[src/design/power_off_pkg.sv]
package power_off_pkg;

  ////////////////////////////////////////////////////////////////////////////
  // register byte addresses
  localparam logic [7:0] ADDR_COMMAND = 8'h00;
  localparam logic [7:0] ADDR_CONFIG = 8'h04;
  localparam logic [7:0] ADDR_STATUS = 8'h08;
  localparam logic [7:0] ADDR_IRQ_STATUS = 8'h0c;
  localparam logic [7:0] ADDR_IRQ_MASK = 8'h10;

  ////////////////////////////////////////////////////////////////////////////
  // field positions
  localparam int KEY_MSB = 31;
  localparam int KEY_LSB = 24;
  localparam int CMD_BIT = 0;
  localparam int EDGE_LSB = 0;
  localparam int EDGE_W = 2;
  localparam int COUNT_LSB = 4;
  localparam int COUNT_W = 4;
  localparam int TIMER_EN_BIT = 16;
  localparam int PIN_FLAG_BIT = 0;
  localparam int TIMER_FLAG_BIT = 1;

  ////////////////////////////////////////////////////////////////////////////
  // values and counts
  localparam logic [7:0] COMMAND_KEY = 8'ha5;
  localparam logic [31:0] CONFIG_RESET = 32'h0000_0003;
  localparam logic [1:0] IRQ_MASK_RESET = 2'h0;
  localparam int DEBOUNCE_UNIT = 16;
  localparam int CMD_DELAY_CYCLES = 2;

  ////////////////////////////////////////////////////////////////////////////
  // encodings follow declaration order: none, rise, fall, any
  typedef enum logic [1:0] {edge_none, edge_rise, edge_fall, edge_any} wake_edge_t;

  typedef enum logic {deb_idle, deb_count} deb_state_t;

endpackage

[src/design/power_off_unit.sv]
// Decided for this implementation: the APB interface to the registers.
`timescale 1ns/1ps
module power_off_unit #(
  parameter int ADDR_W = 8
) (
  input wire logic pclk,
  input wire logic presetn,
  input wire logic psel,
  input wire logic penable,
  input wire logic pwrite,
  input wire logic [ADDR_W-1:0] paddr,
  input wire logic [31:0] pwdata,
  input wire logic [3:0] pstrb,
  output logic [31:0] prdata,
  output logic pready,
  output logic pslverr,
  input wire logic wake_in0,
  input wire logic timer_alarm,
  output logic supply_off_out,
  output logic irq
);
  import power_off_pkg::*;

  ////////////////////////////////////////////////////////////////////////////
  // state
  wake_edge_t wake_edge_select;
  wake_edge_t next_wake_edge_select;
  logic [COUNT_W-1:0] wake_debounce_count;
  logic [COUNT_W-1:0] next_wake_debounce_count;
  logic timer_alarm_wake_enable;
  logic next_timer_alarm_wake_enable;
  logic pin_wake_seen;
  logic next_pin_wake_seen;
  logic timer_alarm_wake_seen;
  logic next_timer_alarm_wake_seen;
  logic [1:0] irq_status;
  logic [1:0] next_irq_status;
  logic [1:0] irq_mask;
  logic [1:0] next_irq_mask;
  logic [31:0] next_prdata;
  logic [CMD_DELAY_CYCLES-1:0] cmd_pipe;
  logic [CMD_DELAY_CYCLES-1:0] next_cmd_pipe;
  logic next_supply_off_out;
  logic alarm_a;
  logic alarm_b;
  logic alarm_prev;

  logic setup;
  logic access;
  logic wr;
  logic mapped;
  logic rd_status;
  logic cmd_valid;
  logic pin_wake;
  logic timer_rise;
  logic timer_wake;
  logic [1:0] irq_clear;
  logic [31:0] read_mux;
  logic [ADDR_W-1:0] addr;

  ////////////////////////////////////////////////////////////////////////////
  // apb decode; every access completes without wait states
  assign addr = paddr;
  assign setup = psel & ~penable;
  assign access = psel & penable;
  assign wr = access & pwrite;
  assign pready = 1'b1;

  always_comb begin
    case (addr)
      ADDR_W'(ADDR_COMMAND),
      ADDR_W'(ADDR_CONFIG),
      ADDR_W'(ADDR_STATUS),
      ADDR_W'(ADDR_IRQ_STATUS),
      ADDR_W'(ADDR_IRQ_MASK): mapped = 1'b1;
      default: mapped = 1'b0;
    endcase
  end

  assign pslverr = access & ~mapped;
  assign rd_status = access & ~pwrite & (addr == ADDR_W'(ADDR_STATUS));

  always_comb begin
    read_mux = 32'h0000_0000;
    case (addr)
      ADDR_W'(ADDR_CONFIG): begin
        read_mux[EDGE_LSB +: EDGE_W] = wake_edge_select;
        read_mux[COUNT_LSB +: COUNT_W] = wake_debounce_count;
        read_mux[TIMER_EN_BIT] = timer_alarm_wake_enable;
      end
      ADDR_W'(ADDR_STATUS): begin
        read_mux[PIN_FLAG_BIT] = pin_wake_seen;
        read_mux[TIMER_FLAG_BIT] = timer_alarm_wake_seen;
      end
      ADDR_W'(ADDR_IRQ_STATUS): read_mux[1:0] = irq_status;
      ADDR_W'(ADDR_IRQ_MASK): read_mux[1:0] = irq_mask;
      default: read_mux = 32'h0000_0000;
    endcase
  end

  ////////////////////////////////////////////////////////////////////////////
  // wake sources
  wake_debounce #(
    .CNT_W(COUNT_W),
    .UNIT(DEBOUNCE_UNIT)
  ) u_wake_debounce (
    .pclk(pclk),
    .presetn(presetn),
    .wake_in(wake_in0),
    .edge_sel(wake_edge_select),
    .count_sel(wake_debounce_count),
    .wake_pulse(pin_wake)
  );

  assign timer_rise = alarm_b & ~alarm_prev;
  // an alarm flag already high at shutdown gives no edge and no wake
  assign timer_wake = timer_rise & timer_alarm_wake_enable;

  ////////////////////////////////////////////////////////////////////////////
  // register next values
  always_comb begin
    next_wake_edge_select = wake_edge_select;
    next_wake_debounce_count = wake_debounce_count;
    next_timer_alarm_wake_enable = timer_alarm_wake_enable;
    next_irq_mask = irq_mask;
    next_prdata = prdata;
    irq_clear = 2'b00;
    if (wr && addr == ADDR_W'(ADDR_CONFIG)) begin
      if (pstrb[0]) begin
        next_wake_edge_select = wake_edge_t'(pwdata[EDGE_LSB +: EDGE_W]);
        next_wake_debounce_count = pwdata[COUNT_LSB +: COUNT_W];
      end
      if (pstrb[2]) begin
        next_timer_alarm_wake_enable = pwdata[TIMER_EN_BIT];
      end
    end
    if (wr && addr == ADDR_W'(ADDR_IRQ_MASK) && pstrb[0]) begin
      next_irq_mask = pwdata[1:0];
    end
    if (wr && addr == ADDR_W'(ADDR_IRQ_STATUS) && pstrb[0]) begin
      irq_clear = pwdata[1:0];
    end
    // data is caught in setup; only the caught bits are cleared on read
    if (setup && !pwrite) begin
      next_prdata = read_mux;
    end
    next_pin_wake_seen = (pin_wake_seen & ~(rd_status & prdata[PIN_FLAG_BIT]))
      | pin_wake;
    next_timer_alarm_wake_seen = (timer_alarm_wake_seen
      & ~(rd_status & prdata[TIMER_FLAG_BIT])) | timer_wake;
    next_irq_status = (irq_status & ~irq_clear) | {timer_wake, pin_wake};
  end

  always_ff @(posedge pclk or negedge presetn) begin
    if (!presetn) begin
      wake_edge_select <= wake_edge_t'(CONFIG_RESET[EDGE_LSB +: EDGE_W]);
      wake_debounce_count <= CONFIG_RESET[COUNT_LSB +: COUNT_W];
      timer_alarm_wake_enable <= CONFIG_RESET[TIMER_EN_BIT];
      pin_wake_seen <= 1'b0;
      timer_alarm_wake_seen <= 1'b0;
      irq_status <= 2'b00;
      irq_mask <= IRQ_MASK_RESET;
      prdata <= 32'h0000_0000;
    end else begin
      wake_edge_select <= next_wake_edge_select;
      wake_debounce_count <= next_wake_debounce_count;
      timer_alarm_wake_enable <= next_timer_alarm_wake_enable;
      pin_wake_seen <= next_pin_wake_seen;
      timer_alarm_wake_seen <= next_timer_alarm_wake_seen;
      irq_status <= next_irq_status;
      irq_mask <= next_irq_mask;
      prdata <= next_prdata;
    end
  end

  assign irq = |(irq_status & irq_mask);

  ////////////////////////////////////////////////////////////////////////////
  // shutdown path
  always_comb begin
    cmd_valid = wr && addr == ADDR_W'(ADDR_COMMAND) && pstrb[3] && pstrb[0]
      && pwdata[KEY_MSB:KEY_LSB] == COMMAND_KEY
      && pwdata[CMD_BIT];
    next_cmd_pipe = {cmd_pipe[CMD_DELAY_CYCLES-2:0], cmd_valid};
    next_supply_off_out = supply_off_out;
    if (cmd_pipe[CMD_DELAY_CYCLES-1]) begin
      // a fresh command beats a wake in the same cycle
      next_supply_off_out = 1'b1;
    end else if (pin_wake || timer_wake) begin
      next_supply_off_out = 1'b0;
    end
  end

  // free-running clock, no enable anywhere in the block
  always_ff @(posedge pclk or negedge presetn) begin
    if (!presetn) begin
      cmd_pipe <= '0;
      supply_off_out <= 1'b0;
      alarm_a <= 1'b0;
      alarm_b <= 1'b0;
      alarm_prev <= 1'b0;
    end else begin
      cmd_pipe <= next_cmd_pipe;
      supply_off_out <= next_supply_off_out;
      alarm_a <= timer_alarm;
      alarm_b <= alarm_a;
      alarm_prev <= alarm_b;
    end
  end

  ////////////////////////////////////////////////////////////////////////////
  // checks
  // an output change at edge E+2 is first sampled at E+3
  a_cmd_two_cycles: assert property (@(posedge pclk) disable iff (!presetn)
    (cmd_valid && cmd_pipe == '0 && !supply_off_out)
      |-> ##1 !supply_off_out ##1 !supply_off_out ##1 supply_off_out)
    else $error("shutdown command not seen two cycles after write");

  a_cmd_asserts: assert property (@(posedge pclk) disable iff (!presetn)
    (wr && addr == ADDR_W'(ADDR_COMMAND) && pstrb == 4'hf && pwdata[CMD_BIT]
      && pwdata[KEY_MSB:KEY_LSB] == COMMAND_KEY) |-> ##3 supply_off_out)
    else $error("valid shutdown command did not assert output");

  a_bad_key_ignored: assert property (@(posedge pclk) disable iff (!presetn)
    (wr && addr == ADDR_W'(ADDR_COMMAND) && pwdata[KEY_MSB:KEY_LSB] != COMMAND_KEY
      && cmd_pipe == '0 && !supply_off_out) |-> ##3 !supply_off_out)
    else $error("command with wrong key took effect");

  a_zero_cmd_ignored: assert property (@(posedge pclk) disable iff (!presetn)
    (wr && addr == ADDR_W'(ADDR_COMMAND) && !pwdata[CMD_BIT]
      && cmd_pipe == '0 && !supply_off_out) |-> ##3 !supply_off_out)
    else $error("command bit zero took effect");

  a_timer_release: assert property (@(posedge pclk) disable iff (!presetn)
    (timer_rise && timer_alarm_wake_enable && !cmd_pipe[CMD_DELAY_CYCLES-1])
      |=> !supply_off_out)
    else $error("enabled timer alarm did not release output");

  a_timer_ignored: assert property (@(posedge pclk) disable iff (!presetn)
    (supply_off_out && !timer_alarm_wake_enable && !pin_wake) |=> supply_off_out)
    else $error("disabled timer alarm released output");

  a_off_holds: assert property (@(posedge pclk) disable iff (!presetn)
    (supply_off_out && !pin_wake && !timer_wake) |=> supply_off_out)
    else $error("output released without a wake cause");

  a_pin_flag_set: assert property (@(posedge pclk) disable iff (!presetn)
    pin_wake |=> pin_wake_seen && irq_status[0])
    else $error("pin wake not recorded");

  a_timer_flag_set: assert property (@(posedge pclk) disable iff (!presetn)
    timer_wake |=> timer_alarm_wake_seen && irq_status[1])
    else $error("timer wake not recorded");

  a_status_read_clears: assert property (@(posedge pclk) disable iff (!presetn)
    (setup && !pwrite && addr == ADDR_W'(ADDR_STATUS) && pin_wake_seen)
      ##1 (rd_status && !pin_wake) |=> !pin_wake_seen)
    else $error("status read did not clear pin flag");

  a_alarm_edge_two_sync: assert property (@(posedge pclk) disable iff (!presetn)
    ($rose(timer_alarm) ##1 timer_alarm [*3]) |-> ##0 $past(timer_rise))
    else $error("timer alarm edge not detected after synchronisation");

  a_pin_release: assert property (@(posedge pclk) disable iff (!presetn)
    (pin_wake && !cmd_pipe[CMD_DELAY_CYCLES-1]) |=> !supply_off_out)
    else $error("recognised pin wake did not release output");

  a_mode_off_quiet: assert property (@(posedge pclk) disable iff (!presetn)
    (wake_edge_select == edge_none) |-> !pin_wake)
    else $error("pin wake recognised with detection off");

  a_timer_flag_clears: assert property (@(posedge pclk) disable iff (!presetn)
    (setup && !pwrite && addr == ADDR_W'(ADDR_STATUS) && timer_alarm_wake_seen)
      ##1 (rd_status && !timer_wake) |=> !timer_alarm_wake_seen)
    else $error("status read did not clear timer flag");

  a_disabled_no_flag: assert property (@(posedge pclk) disable iff (!presetn)
    (timer_rise && !timer_alarm_wake_enable && !timer_alarm_wake_seen)
      |=> !timer_alarm_wake_seen)
    else $error("disabled timer alarm was recorded");

  // a fresh rise needs both sync flops before it counts as an edge
  a_alarm_not_early: assert property (@(posedge pclk) disable iff (!presetn)
    ($rose(timer_alarm) && !alarm_a && !alarm_b && !alarm_prev)
      |-> !timer_rise ##1 !timer_rise)
    else $error("timer alarm edge seen before synchronisation");

  a_off_needs_cmd: assert property (@(posedge pclk) disable iff (!presetn)
    $rose(supply_off_out) |-> $past(cmd_pipe[CMD_DELAY_CYCLES-1]))
    else $error("output asserted without a keyed command");

endmodule // power_off_unit

[src/design/wake_debounce.sv]
`timescale 1ns/1ps
module wake_debounce #(
  parameter int CNT_W = power_off_pkg::COUNT_W,
  parameter int UNIT = power_off_pkg::DEBOUNCE_UNIT
) (
  input wire logic pclk,
  input wire logic presetn,
  input wire logic wake_in,
  input wire power_off_pkg::wake_edge_t edge_sel,
  input wire logic [CNT_W-1:0] count_sel,
  output logic wake_pulse
);
  import power_off_pkg::*;

  localparam int TGT_W = CNT_W + $clog2(UNIT);

  logic sync_a;
  logic sync_b;
  logic prev;
  deb_state_t state;
  deb_state_t next_state;
  logic [TGT_W-1:0] count;
  logic [TGT_W-1:0] next_count;
  logic [TGT_W-1:0] target;
  logic change;
  logic qualify;

  ////////////////////////////////////////////////////////////////////////////
  assign target = TGT_W'(count_sel) * TGT_W'(UNIT);

  always_comb begin
    change = sync_b ^ prev;
    case (edge_sel)
      edge_none: qualify = 1'b0;
      edge_rise: qualify = change & sync_b;
      edge_fall: qualify = change & ~sync_b;
      edge_any: qualify = change;
      default: qualify = 1'b0;
    endcase
    next_state = state;
    next_count = count;
    wake_pulse = 1'b0;
    if (qualify) begin
      if (target == '0) begin
        wake_pulse = 1'b1;
        next_state = deb_idle;
        next_count = '0;
      end else begin
        next_state = deb_count;
        next_count = TGT_W'(1);
      end
    end else if (change) begin
      // a bounce that is not itself a qualifying edge abandons the count and returns to idle
      next_state = deb_idle;
      next_count = '0;
    end else if (state == deb_count) begin
      if (edge_sel == edge_none) begin
        next_state = deb_idle;
        next_count = '0;
      end else if (count == target) begin
        wake_pulse = 1'b1;
        next_state = deb_idle;
        next_count = '0;
      end else begin
        next_count = count + TGT_W'(1);
      end
    end
  end

  // input is resynchronised even though it is nominally synchronous
  always_ff @(posedge pclk or negedge presetn) begin
    if (!presetn) begin
      sync_a <= 1'b0;
      sync_b <= 1'b0;
      prev <= 1'b0;
      state <= deb_idle;
      count <= '0;
    end else begin
      sync_a <= wake_in;
      sync_b <= sync_a;
      prev <= sync_b;
      state <= next_state;
      count <= next_count;
    end
  end

  ////////////////////////////////////////////////////////////////////////////
  a_bounce_clears: assert property (@(posedge pclk) disable iff (!presetn)
    (state == deb_count && change && !qualify) |=> (state == deb_idle && count == '0))
    else $error("debounce count survived an input change");

  a_fire_at_target: assert property (@(posedge pclk) disable iff (!presetn)
    (state == deb_count && !change && edge_sel != edge_none && count == target)
      |-> wake_pulse)
    else $error("wake not fired at programmed count");

  a_no_early_fire: assert property (@(posedge pclk) disable iff (!presetn)
    (wake_pulse && !qualify) |-> (count == target))
    else $error("wake fired before programmed count");

endmodule // wake_debounce

[config.mk]
export PLATFORM = sky130hd
export DESIGN_NAME = power_off_unit
export DESIGN_NICKNAME = d
export VERILOG_FILES = /design/src/design/power_off_pkg.sv /design/src/design/power_off_unit.sv /design/src/design/wake_debounce.sv
export SDC_FILE = /design/constraint.sdc
export NUM_CORES = 1
export LEC_CHECK = 0
export BUFFER_PORTS_ARGS = -buffer_cell sky130_fd_sc_hd__clkbuf_2
export CORE_MARGIN = 10
export CORE_UTILIZATION = 48
export CTS_CLUSTER_DIAMETER = 200
export CTS_CLUSTER_SIZE = 25
export DETAILED_ROUTE_END_ITERATION = 8
export PLACE_DENSITY_LB_ADDON = 0.2
export REMOVE_ABC_BUFFERS = 1
export SLEW_MARGIN = 20
export SYNTH_ARGS = -nofsm -noshare
export SYNTH_HDL_FRONTEND = slang
export SYNTH_HIERARCHICAL = 1
export SYNTH_SLANG_ARGS = --single-unit
[constraint.sdc]
create_clock -name pclk -period 2.42 [get_ports pclk]
set_input_delay 0.363 -clock pclk [delete_from_list [all_inputs] [get_ports pclk]]
set_output_delay 0.363 -clock pclk [all_outputs]
set_load 0.05 [all_outputs]
==> results.toml <==
[timing]
finClkSkew_ps = 7.06
clock.fmax_mhz = 478
setup_tns_ps = 0
rsz0062_at_grt = "no"
finalHoldViolCount = 0
setup_viol = 0
max_slew_margin = 0.387
period_share = 0.864
period_needed_ps = 2090
tightest_slew_ps = 920
drv_slew = 0

[worst_hold_path]
min-delay-path-class = "primary input to flip-flop"
hold_depth = 1

[global_route]
overflow = 0
grt_max_degree = 39
gr-usage-all-layers = 0.122
grt_busiest_layer = "met2"
grt_use_met3 = 0.0515
grt_pass1_vias = 1659
grt_first_pass_wirelength_mm = 7.49
antenna_found_initial = 0
grt_use_met1 = 0.138
use_met2 = 0.194

[synthesis]
synth_cell_types = 51
synth-warning-count = 6
syn_area_mm2 = 0.00217
synth_cells = 214
syn_area_per_cell_um2 = 10.2
yosys_register_bits = 38
seq_area_frac_synth = 0.439

[drt]
drtAntennaViolNets = 0
vias = 1612
drc = 0
wl_per_cell_um = 14.6
first_iter_violations = 41
firstDrtPassIters = 4
postRouteWirelength_mm = 4.54
via_per_inst = 5.18

[cts]
cts_hold_buf = 0
cts.repair.resized = 0
path_clk_slew_ps = 80
cts_max_path_buffers = 2
clk_latency_ps = 300
cts_tree = "done"
cts_sinks = 38
postCtsSetupBuffers = 0
cts-htree-levels = 2
cts_buffers = 5
cts_root_buf = "clkbuf_8"

[floorplan]
die_h_um = 87.3
die-area_mm2 = 0.00762
core_mm2 = 0.00438
initial_core_util = 0.496
num_rows = 24
top_level_ports = 87
die_w_um = 87.3

[power]
peakVddDrop_mv = 0.456
power.density_mw_per_mm2 = 564
p_leak_nw = 1.25

[status]
status = "finished clean"

[critical_path]
crit_type = "flip-flop to flip-flop"
end_kind = "flip-flop"
cp.arrival_ps = 2260
crit_path_max_fanout = 4
r2r_cells = 8
start_kind = "flip-flop"
cp.required_ps = 2590

[final_layout]
diodes = 0
finalNonFillerCells = 311
fin_nets = 314
fillers = 395
syn_to_final_growth_pct = 12.7
drive_gt1_frac = 0.278

[placement]
port-buffer-count = 42
dp_hpwl_mm = 3.62
place_inst = 303
routabilityCongestion = 0.825

[run]
drv_cap = 0
per-stage QoR:
stage | setup slack, ps | hold slack [ps] | area [um2] | utilization | power [mW]
floorplan | 369 | 67.4 | 2040 | - | 0.792
global placement | 194 | 335 | 2340 | 0.533 | 0.849
detailed placement | 202 | 336 | 2340 | 0.533 | 0.850
CTS | 313 | 168 | 2450 | 0.559 | 1.39
global route | 155 | 167 | 2450 | 0.559 | 1.43
finish | 328 | 171 | 2450 | 0.559 | 1.38
state kept, by name (all words and copies together) (netlist names), 2 cells and up:
register / count
wake_edge_select: 2
u_wake_debounce/count: 8
prdata: 7
cmd_pipe: 2
wake_debounce_count: 4
irq_status: 2
irq_mask: 2
logic make-up (layout without fill, tap and decap cells):
kind of cell	after synthesis	count (layout)	share of synthesized area
compound gates	31	31	0.0938
simple gates	83	83	0.223
mux	11	11	0.0662
xor+xnor	8	8	0.0357
fa+ha+maj	5	5	0.0288
buf+inv	36	57	0.111
other cells	2	26	0.00346
flops	38	38	0.439
layer usage:
metal  part of all wire  wire length [um]  up-vias
li1                   -                 -      789
met1               0.43              1930      759
met2               0.45              2060       57
met3               0.11               479        7
met4              0.015                67        0
met5                  0                 0        -
cell type report:
cell class / count / area, um2 / area share
repair buffers: 45 / 233 / 0.0950
well taps: 52 / 65.1 / 0.0266
inverters: 4 / 15.0 / 0.00613
clock buffers: 5 / 68.8 / 0.0281
clock inverters: 3 / 45.0 / 0.0184
multi-input cells: 164 / 1070 / 0.437
flip-flops and latches: 38 / 953 / 0.389
cell usage after synthesis (all sizes together):
cell / count / area share
a22o: 1 / 0.0040
and3: 5 / 0.014
nand3: 11 / 0.025
conb: 2 / 0.0035
a21o: 4 / 0.014
dfstp: 2 / 0.024
xnor2: 5 / 0.020
nor2: 14 / 0.032
buf: 27 / 0.095
and2: 2 / 0.0058
nor4: 1 / 0.0029
or2: 1 / 0.0029
nor3b: 3 / 0.010
o22ai: 1 / 0.0029
nor3: 3 / 0.012
mux2i: 2 / 0.0092
mux2: 9 / 0.057
nand4b: 1 / 0.0040
nand4: 6 / 0.017
or4: 1 / 0.0052
dfrtp: 36 / 0.41
and4bb: 1 / 0.0058
clkbuf: 5 / 0.0086
nor4b: 2 / 0.0081
nand2b: 2 / 0.0058
and4b: 2 / 0.0098
ha: 5 / 0.029
nand3b: 1 / 0.0035
or3b: 2 / 0.0081
nand2: 21 / 0.036
o21a: 1 / 0.0035
xor2: 3 / 0.016
a21oi: 3 / 0.0069
o2111ai: 3 / 0.012
or3: 2 / 0.0081
a211oi: 4 / 0.014
nor2b: 2 / 0.0058
o21bai: 2 / 0.0069
inv: 4 / 0.0069
o211ai: 2 / 0.0069
o21ai: 10 / 0.023
path summary, 6_finish.rpt:
path                                              from                endpoint  slack (ps)
max in group asynchronous                      presetn           irq_status[0]        1660
min in group asynchronous                      presetn               prdata[5]         190
worst max register to register     wake_edge_select[0]          supply_off_out         330
worst min-delay path                       timer_alarm                 alarm_a         170
worst min register to register  u_wake_debounce/sync_a  u_wake_debounce/sync_b         350
worst max-delay path               wake_edge_select[0]          supply_off_out         330
critical path, stage by stage, from the launching register on:
cell	delay (ps)
dfstp_2	570
inv_1	60
ha_1	290
and4b_2	220
a211oi_1	270
or3_4	190
o21a_1	170
nand2b_1	120
o21bai_1	60
cell usage in the layout (no fill, tap or decap), types with 5 or more instances in the layout:
cell type / netlist / final
nor2_1: 13 / 13
conb_1: 2 / 26
nand2_1: 21 / 21
o21ai_0: 9 / 9
and3_1: 5 / 5
clkbuf_2: 0 / 42
xnor2_1: 5 / 5
clkbuf_8: 0 / 5
dfrtp_1: 36 / 36
nand3_1: 11 / 11
nand4_1: 6 / 6
mux2_4: 6 / 6
ha_1: 5 / 5
power breakdown:
part           internal [mW]  switching [mW]
clock                  0.306           0.237
sequential             0.647         0.00869
combinational         0.0383           0.145
total                  0.992           0.390
Note: power is estimated with default switching activity, not from simulation.
